$ cat src/pkg/prot_pkg.sv
// constants for the protection setup and monitor block
package prot_pkg;
    // setup word field positions
    localparam int SEL_LSB = 0;
    localparam int SEL_MSB = 3;
    localparam int MASK_CONV_BIT = 5;
    localparam int MASK_MOTOR_BIT = 6;
    localparam int MASK_THERM_BIT = 7;
    localparam int RMASK_C_BIT = 8;
    localparam int RMASK_B_BIT = 9;
    localparam int RMASK_A_BIT = 10;
    localparam int WARN_LSB = 11;
    localparam int WARN_MSB = 12;
    localparam int WDOG_EN_BIT = 14;
    localparam logic [15:0] SETUP_RESET = 16'h0000;
    // selector codes
    localparam logic [3:0] SEL_CONV_A = 4'h0;
    localparam logic [3:0] SEL_CONV_B = 4'h1;
    localparam logic [3:0] SEL_CONV_C = 4'h2;
    localparam logic [3:0] SEL_OV_HIGH = 4'h4;
    localparam logic [3:0] SEL_OV_LOW = 4'h5;
    localparam logic [3:0] SEL_MOTOR_OC = 4'h6;
    localparam logic [3:0] SEL_THERMAL = 4'h7;
    localparam logic [3:0] SEL_REV0 = 4'h8;
    localparam logic [3:0] SEL_REV1 = 4'h9;
    localparam logic [3:0] SEL_REV2 = 4'ha;
    localparam logic [3:0] SEL_VENDOR = 4'hb;
    // identification values, arbitrary
    localparam logic [2:0] REVISION_CODE = 3'h5;
    localparam logic VENDOR_FLAG = 1'b0;
    // warning threshold encodings
    localparam logic [1:0] WARN_MINUS20 = 2'h0;
    localparam logic [1:0] WARN_ANALOG = 2'h3;
    // dead-zone filter length in clock cycles
    localparam int FILTER_NS = 50;
    localparam int CLK_NS = 10;
    localparam int FILTER_CYC = (FILTER_NS + CLK_NS - 1) / CLK_NS;
    // watchdog window in chop-oscillator cycles, and converter edge limits
    localparam logic [7:0] WD_WINDOW = 8'h80;
    localparam logic [8:0] WD_MIN_EDGES = 9'h002;  // window / 64
    localparam logic [8:0] WD_MAX_EDGES = 9'h040;  // window / 2
endpackage

$ cat src/hdl/protection_setup_monitor.sv
// extended protection setup word, shut-down monitor, reset masking and oscillator watchdog
`timescale 1ns/1ps
`default_nettype none
// Operation
// - A four-bit selector chooses which shut-down event or identification bit drives the monitor output.
// - Latched shut-down indications clear on a low-to-high edge of sleep.
// - Codes 0000, 0001, 0010 report converter A, B, C shut-down by either overvoltage, 0011 is unused.
// - Codes 0100, 0101, 0110 report overvoltage-high, overvoltage-low and motor overcurrent shut-downs.
// - Codes 1000 to 1010 give revision bits 0 to 2, 1011 the vendor flag, 1100 to 1111 unused.
// - Shut-down codes report events only after the dead-zone filter.
// - Mask bits 7, 6, 5 disable thermal, motor overcurrent and converter overvoltage shut-down.
// - With a reset mask bit low, that converter's shut-down pulls reset low and stops all converters.
// - With a reset mask bit high, that converter's shut-down gives no reset and the others keep running.
// - A converter stopped under a high reset mask restarts on a low-to-high edge of sleep.
// - Reset mask bits 10, 9, 8 belong to converters A, B, C and default low.
// - The two-bit warning field sets the temperature warning threshold, 11 being analog test mode.
// - The oscillator watchdog is off after power-up and runs only once its enable bit is written high.
// - When enabled the watchdog shuts the device down if the converter clock leaves 1/64 to 1/2 of the chop clock.
module protection_setup_monitor (
    input wire logic i_clk,             // system clock
    input wire logic i_rst,             // power-on reset, sync, active high
    input wire logic i_sleep,           // sleep input
    input wire logic i_setup_select,    // setup-select input
    input wire logic i_load,            // one-cycle strobe: setup word presented
    input wire logic [15:0] i_setup_data, // setup word from the shift register
    input wire logic [2:0] i_ov_high,   // converter_overvoltage_high, per channel a,b,c
    input wire logic [2:0] i_ov_low,    // converter_overvoltage_low, per channel a,b,c
    input wire logic i_motor_oc,        // motor_overcurrent raw
    input wire logic i_thermal,         // thermal_shutdown raw
    input wire logic i_chop_osc,        // motor_chop_oscillator level
    input wire logic i_conv_osc,        // converter_oscillator level
    output logic o_monitor,             // selected shut-down / id bit
    output logic o_system_reset_n,      // system_reset_output, active low
    output logic [2:0] o_conv_enable,   // converter channel run enables a,b,c
    output logic o_motor_enable,        // motor drive run enable
    output logic [1:0] o_early_thermal_warning, // threshold select for warning comparator
    output logic o_warn_analog          // warning pin in analog test mode
);
    logic [15:0] setup_q;
    logic sleep_q;
    logic wake;
    logic [2:0] conv_raw;
    logic [2:0] conv_filt;
    logic ovh_filt, ovl_filt, moc_filt, thm_filt;
    logic [2:0] conv_sd_q;   // latched per-channel converter shut-down
    logic ovh_q, ovl_q, moc_q, thm_q, wd_q;
    logic [2:0] rmask;
    logic global_sd;
    logic mon_d;
    logic mon_q;
    logic chop_q, conv_q;
    logic [7:0] win_q;
    logic [8:0] edges_q;
    logic wd_trip;

    // setup word load; window outside sleep-low/select-high is ignored
    always_ff @(posedge i_clk) begin
        if (i_rst) begin
            setup_q <= prot_pkg::SETUP_RESET;
        end else if (i_load && !i_sleep && i_setup_select) begin
            setup_q <= i_setup_data;
        end
    end

    // sleep edge detect
    always_ff @(posedge i_clk) begin
        if (i_rst) begin
            sleep_q <= 1'b0;
        end else begin
            sleep_q <= i_sleep;
        end
    end
    assign wake = i_sleep && !sleep_q;

    assign rmask = {setup_q[prot_pkg::RMASK_C_BIT], setup_q[prot_pkg::RMASK_B_BIT],
                    setup_q[prot_pkg::RMASK_A_BIT]};

    // raw events gated by their shut-down masks
    assign conv_raw = (i_ov_high | i_ov_low) & {3{!setup_q[prot_pkg::MASK_CONV_BIT]}};

    // one filter per converter channel
    genvar g;
    generate
        for (g = 0; g < 3; g++) begin : g_conv
            deadzone_filter u_flt (
                .i_clk(i_clk),
                .i_rst(i_rst),
                .i_raw(conv_raw[g]),
                .o_filt(conv_filt[g])
            );
        end
    endgenerate

    deadzone_filter u_ovh (
        .i_clk(i_clk),
        .i_rst(i_rst),
        .i_raw((|i_ov_high) && !setup_q[prot_pkg::MASK_CONV_BIT]),
        .o_filt(ovh_filt)
    );
    deadzone_filter u_ovl (
        .i_clk(i_clk),
        .i_rst(i_rst),
        .i_raw((|i_ov_low) && !setup_q[prot_pkg::MASK_CONV_BIT]),
        .o_filt(ovl_filt)
    );
    deadzone_filter u_moc (
        .i_clk(i_clk),
        .i_rst(i_rst),
        .i_raw(i_motor_oc && !setup_q[prot_pkg::MASK_MOTOR_BIT]),
        .o_filt(moc_filt)
    );
    deadzone_filter u_thm (
        .i_clk(i_clk),
        .i_rst(i_rst),
        .i_raw(i_thermal && !setup_q[prot_pkg::MASK_THERM_BIT]),
        .o_filt(thm_filt)
    );

    // latched converter shut-downs; a new event wins over the wake clear
    always_ff @(posedge i_clk) begin
        if (i_rst) begin
            conv_sd_q <= 3'h0;
        end else begin
            conv_sd_q <= (wake ? 3'h0 : conv_sd_q) | conv_filt;
        end
    end

    // latched source indications
    always_ff @(posedge i_clk) begin
        if (i_rst) begin
            ovh_q <= 1'b0;
            ovl_q <= 1'b0;
            moc_q <= 1'b0;
            thm_q <= 1'b0;
            wd_q <= 1'b0;
        end else begin
            ovh_q <= (ovh_q && !wake) || ovh_filt;
            ovl_q <= (ovl_q && !wake) || ovl_filt;
            moc_q <= (moc_q && !wake) || moc_filt;
            thm_q <= (thm_q && !wake) || thm_filt;
            wd_q <= (wd_q && !wake) || wd_trip;
        end
    end

    // unmasked converter shut-down stops everything; masked one stops only its own
    assign global_sd = |(conv_sd_q & ~rmask);
    assign o_system_reset_n = !global_sd;
    assign o_conv_enable = (global_sd || thm_q || moc_q || wd_q) ? 3'h0 : ~conv_sd_q;
    assign o_motor_enable = !(global_sd || thm_q || moc_q || wd_q);

    // monitor selector
    always_comb begin
        mon_d = 1'b0;
        unique case (setup_q[prot_pkg::SEL_MSB:prot_pkg::SEL_LSB])
            prot_pkg::SEL_CONV_A: mon_d = conv_sd_q[0];
            prot_pkg::SEL_CONV_B: mon_d = conv_sd_q[1];
            prot_pkg::SEL_CONV_C: mon_d = conv_sd_q[2];
            prot_pkg::SEL_OV_HIGH: mon_d = ovh_q;
            prot_pkg::SEL_OV_LOW: mon_d = ovl_q;
            prot_pkg::SEL_MOTOR_OC: mon_d = moc_q;
            prot_pkg::SEL_THERMAL: mon_d = thm_q;
            prot_pkg::SEL_REV0: mon_d = prot_pkg::REVISION_CODE[0];
            prot_pkg::SEL_REV1: mon_d = prot_pkg::REVISION_CODE[1];
            prot_pkg::SEL_REV2: mon_d = prot_pkg::REVISION_CODE[2];
            prot_pkg::SEL_VENDOR: mon_d = prot_pkg::VENDOR_FLAG;
            default: mon_d = 1'b0; // unused codes read low
        endcase
    end

    always_ff @(posedge i_clk) begin
        if (i_rst) begin
            mon_q <= 1'b0;
        end else begin
            mon_q <= mon_d;
        end
    end
    assign o_monitor = mon_q;

    // warning threshold; codes 01 and 10 both mean 30 degrees below in the comparator
    assign o_early_thermal_warning = setup_q[prot_pkg::WARN_MSB:prot_pkg::WARN_LSB];
    assign o_warn_analog = (o_early_thermal_warning == prot_pkg::WARN_ANALOG);

    // oscillator edge sampling; both oscillators are slow against i_clk
    always_ff @(posedge i_clk) begin
        if (i_rst) begin
            chop_q <= 1'b0;
            conv_q <= 1'b0;
        end else begin
            chop_q <= i_chop_osc;
            conv_q <= i_conv_osc;
        end
    end

    // ratio watchdog: count converter edges over a window of chop edges
    always_ff @(posedge i_clk) begin
        if (i_rst || !setup_q[prot_pkg::WDOG_EN_BIT]) begin
            win_q <= 8'h00;
            edges_q <= 9'h000;
        end else if (i_chop_osc && !chop_q && win_q == prot_pkg::WD_WINDOW - 8'h01) begin
            win_q <= 8'h00;
            edges_q <= 9'h000;
        end else begin
            if (i_chop_osc && !chop_q) begin
                win_q <= win_q + 8'h01;
            end
            if (i_conv_osc && !conv_q && edges_q != 9'h1ff) begin
                edges_q <= edges_q + 9'h001;
            end
        end
    end

    // trip at window end if the count lies outside the limits, or overflows early
    assign wd_trip = setup_q[prot_pkg::WDOG_EN_BIT] && (
        (i_chop_osc && !chop_q && win_q == prot_pkg::WD_WINDOW - 8'h01 &&
         (edges_q < prot_pkg::WD_MIN_EDGES || edges_q > prot_pkg::WD_MAX_EDGES)) ||
        edges_q > prot_pkg::WD_MAX_EDGES);
endmodule
`default_nettype wire

$ cat src/hdl/deadzone_filter.sv
// dead-zone filter: output follows input once stable for FILTER_CYC cycles
`timescale 1ns/1ps
`default_nettype none
module deadzone_filter (
    input wire logic i_clk,   // system clock
    input wire logic i_rst,   // sync reset, active high
    input wire logic i_raw,   // unfiltered event level
    output logic o_filt       // filtered event level
);
    logic [3:0] cnt_q;
    logic filt_q;

    // count cycles the raw level differs from the output; short glitches vanish
    always_ff @(posedge i_clk) begin
        if (i_rst) begin
            cnt_q <= 4'h0;
            filt_q <= 1'b0;
        end else if (i_raw == filt_q) begin
            cnt_q <= 4'h0;
        end else if (cnt_q == 4'(prot_pkg::FILTER_CYC - 1)) begin
            cnt_q <= 4'h0;
            filt_q <= i_raw;
        end else begin
            cnt_q <= cnt_q + 4'h1;
        end
    end

    assign o_filt = filt_q;
endmodule
`default_nettype wire

$ cat config.mk
export PLATFORM = sky130hd
export DESIGN_NAME = protection_setup_monitor
export DESIGN_NICKNAME = d
export VERILOG_FILES = /design/src/pkg/prot_pkg.sv /design/src/hdl/protection_setup_monitor.sv /design/src/hdl/deadzone_filter.sv
export SDC_FILE = /design/constraint.sdc
export NUM_CORES = 1
export LEC_CHECK = 0
export BUFFER_PORTS_ARGS = -buffer_cell sky130_fd_sc_hd__buf_4
export CORE_ASPECT_RATIO = 0.7
export CORE_MARGIN = 2
export CORE_UTILIZATION = 45
export DETAILED_ROUTE_END_ITERATION = 12
export SLEW_MARGIN = 10
export SYNTH_ARGS = -nofsm -noshare
export SYNTH_HDL_FRONTEND = slang
export SYNTH_SLANG_ARGS = --single-unit
$ cat constraint.sdc
create_clock -name i_clk -period 3.8 [get_ports i_clk]
set_input_delay 0.38 -clock i_clk [delete_from_list [all_inputs] [get_ports i_clk]]
set_output_delay 0.38 -clock i_clk [all_outputs]
set_load 0.02 [all_outputs]
==> impl_metrics.prom <==
# TYPE chip_impl_metric gauge
chip_impl_metric{name="fmax",unit="MHz"} 489
chip_impl_metric{name="cap_viol_max_count",unit=""} 0
chip_impl_metric{name="synthArstFlopShare",unit="%"} 0
chip_impl_metric{name="final.period_utilization",unit="%"} 53.9
chip_impl_metric{name="post_layout_nets",unit=""} 461
chip_impl_metric{name="largest_net_degree_at_the_start_of_global_routing",unit=""} 41
chip_impl_metric{name="clk_latency",unit="ns"} 0.35
chip_impl_metric{name="initialDrtViolationCount",unit=""} 111
chip_impl_metric{name="mappedNetlistNets",unit=""} 427
chip_impl_metric{name="gr-total-overflow",unit=""} 0
chip_impl_metric{name="area_delta_synth_final",unit="%"} 14.8
chip_impl_metric{name="synth_sequential_area_ratio",unit="%"} 45.8
chip_impl_metric{name="cts-buffers-inserted",unit=""} 9
chip_impl_info{name="ctsRootBufferMaster",value="clkbuf_8"} 1
chip_impl_metric{name="p_leak",unit="nW"} 1.54
chip_impl_info{name="grt_setup_unrepaired",value="no"} 1
chip_impl_info{name="critical_path.startpoint_type",value="register"} 1
chip_impl_info{name="synth_ff_type",value="dfxtp_1"} 1
chip_impl_metric{name="fp.dieH",unit="microns"} 76.4
chip_impl_metric{name="dp.final_hpwl",unit="microns"} 4030
chip_impl_info{name="r2r_start",value="edges_q[0]$_SDFFE_PP0P_"} 1
chip_impl_metric{name="postCtsHoldBufs",unit=""} 0
chip_impl_metric{name="hold_viol",unit=""} 0
chip_impl_info{name="timing.critical_path.from",value="edges_q[0]$_SDFFE_PP0P_"} 1
chip_impl_metric{name="pwr_density_cell",unit="mW/mm^2"} 407
chip_impl_metric{name="routabilityCongestion",unit=""} 0.743
chip_impl_metric{name="r2r_slack",unit="ns"} 1.75
chip_impl_info{name="most_frequent_cell_after_synthesis",value="dfxtp_1"} 1
chip_impl_metric{name="rows",unit=""} 26
chip_impl_metric{name="slew_headroom",unit="%"} 39.7
chip_impl_metric{name="syn-instance-count",unit=""} 379
chip_impl_metric{name="routed_via_density",unit=""} 4.64
chip_impl_metric{name="drv_slew",unit=""} 0
chip_impl_metric{name="clkSinkCount",unit=""} 77
chip_impl_metric{name="post-place-ws",unit="ns"} 1.76
chip_impl_info{name="crit_end",value="edges_q[4]$_SDFFE_PP0P_"} 1
chip_impl_info{name="critPathKind",value="register to register"} 1
chip_impl_metric{name="worstPathMaxFanout",unit=""} 9
chip_impl_info{name="setup.worst_path.end_class",value="register"} 1
chip_impl_metric{name="setup_total_negative_slack",unit="ns"} 0
chip_impl_info{name="timing.rr.end",value="edges_q[4]$_SDFFE_PP0P_"} 1
chip_impl_info{name="synth_area_leaders",value="dfxtp_1 (46%), nor2_1 (7.4%), ha_1 (6.3%)"} 1
chip_impl_metric{name="grt_pass1_wl",unit="microns"} 10000
chip_impl_metric{name="slowest_delay",unit="ns"} 0.51
chip_impl_metric{name="antenna_cells",unit=""} 0
chip_impl_info{name="synth_top_cell_by_area",value="dfxtp_1"} 1
chip_impl_metric{name="synth.lib_cells_used.distinct",unit=""} 43
chip_impl_metric{name="buffer_ports.inserted",unit=""} 36
chip_impl_metric{name="synth.ff_latch_count",unit=""} 77
chip_impl_info{name="hp-class",value="primary input to register"} 1
chip_impl_metric{name="drt-wirelength-per-cell",unit="microns"} 11.1
chip_impl_info{name="outcome",value="finished, final reports clean"} 1
chip_impl_metric{name="layout_setup_ws",unit="ns"} 1.75
chip_impl_metric{name="cts_max_level",unit=""} 3
chip_impl_metric{name="drc_errors",unit=""} 0
chip_impl_metric{name="design.die.area",unit="sq mm"} 0.00820
chip_impl_metric{name="final_period_minus_worst_setup_slack",unit="ns"} 2.05
chip_impl_metric{name="share_of_yosys_cell_area_claimed_by_the_top_area_cell_type",unit="%"} 45.8
chip_impl_info{name="critical_path.cell_chain",value="ha_1 > and4_1 > ha_1 > nor3b_2 > nand4_1 > xor2_1 > nor2_1"} 1
chip_impl_metric{name="synth-warning-count",unit=""} 0
chip_impl_metric{name="post_synth_instance_area",unit="sq mm"} 0.00337
chip_impl_metric{name="clk_path_buf_depth",unit=""} 2
chip_impl_metric{name="globalRouteTotalUtil",unit="%"} 15.6
chip_impl_metric{name="die_boundary_width",unit="microns"} 107
chip_impl_metric{name="setup_viol",unit=""} 0
chip_impl_metric{name="ff2ff_path_depth",unit=""} 7
chip_impl_info{name="synth.top_cells.by_count",value="dfxtp_1 (77), nor2_1 (66), nand2_1 (33)"} 1
chip_impl_metric{name="antenna_left",unit=""} 0
chip_impl_metric{name="post_cts.resized_instances",unit=""} 0
chip_impl_metric{name="start_util",unit="%"} 46.2
chip_impl_metric{name="drt-total-wl",unit="microns"} 5710
chip_impl_info{name="tritoncts",value="built"} 1
chip_impl_metric{name="critical_path_arrival",unit="ns"} 2.27
chip_impl_metric{name="grt_antenna_before_repair",unit=""} 0
chip_impl_metric{name="routed-via-count",unit=""} 2395
chip_impl_metric{name="number_of_global_route_vias_before_repair",unit=""} 2232
chip_impl_metric{name="layout-drive-gt1-share",unit="%"} 14.6
chip_impl_metric{name="coreArea",unit="sq mm"} 0.00729
chip_impl_metric{name="vdd_ir_drop_max",unit="mV"} 0.235
chip_impl_info{name="worst_path_max_delay_cell",value="nor3b_2"} 1
chip_impl_metric{name="clkTransAtPathRegs",unit="ns"} 0.07
chip_impl_metric{name="skew",unit="ns"} 0.00518
chip_impl_metric{name="drt_pre_antenna_iters",unit=""} 4
chip_impl_metric{name="worst_slew_pin_slew",unit="ns"} 0.902
chip_impl_metric{name="floorplan.io_pins",unit=""} 40
chip_impl_metric{name="avgSynthCellArea",unit="sq um"} 8.89
chip_impl_metric{name="count_of_flip_flops_with_a_built_in_enable_after_synthesis",unit=""} 0
chip_impl_info{name="cpMostUsedCell",value="ha_1"} 1
chip_impl_metric{name="post_cts.repair.setup_buffers",unit=""} 0
chip_impl_metric{name="crit_required",unit="ns"} 4.03
-- routing by layer --
layer | GRT usage, % | wire, microns | vias up | part of all wire, %
li1 | - | - | 1306 | -
met1 | 19.8 | 2910 | 1058 | 51
met2 | 23.9 | 2510 | 24 | 44
met3 | 7.01 | 228 | 7 | 4.0
met4 | 4.62 | 62 | 0 | 1.1
met5 | 0 | 0 | - | 0
-- power by group --
group | switching [mW] | total [mW] | internal [mW]
clock | 0.280 | 0.597 | 0.317
sequential | 0.0206 | 0.852 | 0.832
combinational | 0.0645 | 0.125 | 0.0602
total | 0.365 | 1.57 | 1.21
-- placed cells by master (no fill, tap or decap), drive strengths merged, types with 2 or more instances in the layout --
| cell type | n |
|---|---|
| nor3b | 2 |
| nand2 | 33 |
| or2 | 2 |
| inv | 29 |
| clkinv | 4 |
| a21oi | 23 |
| nor2 | 66 |
| nand2b | 3 |
| nand3b | 3 |
| clkbuf | 11 |
| and3 | 2 |
| and3b | 5 |
| nor3 | 8 |
| mux2i | 9 |
| o21ai | 5 |
| xnor2 | 16 |
| dfxtp | 77 |
| and2 | 2 |
| and4 | 2 |
| mux2 | 3 |
| nand3 | 12 |
| nand4 | 5 |
| nor2b | 9 |
| o21bai | 3 |
| o21a | 2 |
| buf | 36 |
| xor2 | 16 |
| or3 | 5 |
| ha | 17 |
-- layout make-up --
class,count,area [sq um]
multi-input combinational,260,1630
clock buffer,11,141
timing repair buffer,36,270
clock inverter,5,50.0
sequential,77,1540
fill,707,3420
tap,98,123
inverter,29,109
-- worst min-delay path by stage --
stage,from,endpoint,slack [ns],depth (start not counted)
after detailed placement,setup_q[8]$_SDFFE_PP0P_,setup_q[8]$_SDFFE_PP0P_,0.44,2
after global placement,setup_q[7]$_SDFFE_PP0P_,setup_q[7]$_SDFFE_PP0P_,0.44,2
after floorplan,setup_q[8]$_SDFFE_PP0P_,setup_q[8]$_SDFFE_PP0P_,0.43,2
after CTS,i_conv_osc,conv_q$_SDFF_PP0_,0.23,2
after global routing,i_setup_data[1],setup_q[1]$_SDFFE_PP0P_,0.26,3
final,i_conv_osc,conv_q$_SDFF_PP0_,0.26,2
-- registers in the layout, summed over array words and instances, names as in the netlist, 3 cells and up --
| register | count |
|---|---|
| g_conv.u_flt.o_filt | 3 |
| g_conv.u_flt.cnt_q | 12 |
| edges_q | 9 |
| conv_sd_q | 3 |
| win_q | 8 |
| setup_q | 13 |
| u_ovh.cnt_q | 4 |
| u_moc.cnt_q | 4 |
| u_thm.cnt_q | 4 |
| u_ovl.cnt_q | 4 |
-- metrics by stage --
stage               std cells  area (sq um)  hold WS (ns)  power (mW)  utilization [%]
global placement          500          3670         0.442       0.994             50.4
global route              516          3870         0.256        1.65             53.1
finish                    516          3870         0.259        1.57             53.1
CTS                       516          3870         0.231        1.60             53.1
floorplan                 379          3370         0.429       0.953                -
detailed placement        500          3670         0.442       0.998             50.4
-- critical path: cells and delay by family, from the launching register on --
| kind | cells | cell delay (ns) |
|---|---|---|
| xor gates and xnor gates | 1 | 0.17 |
| DFF | 1 | 0.34 |
| and+or+nand+nor | 4 | 0.97 |
| adders and majority gates | 2 | 0.44 |
-- cells by family after synthesis --
kind of cell    synth area share (%)
flops                           45.8
compound gates                  5.79
mux                             3.68
simple gates                    24.3
fa+ha+maj                       6.31
xor+xnor                        8.32
buf+inv                         5.79
(Power assumes the default switching activity.)
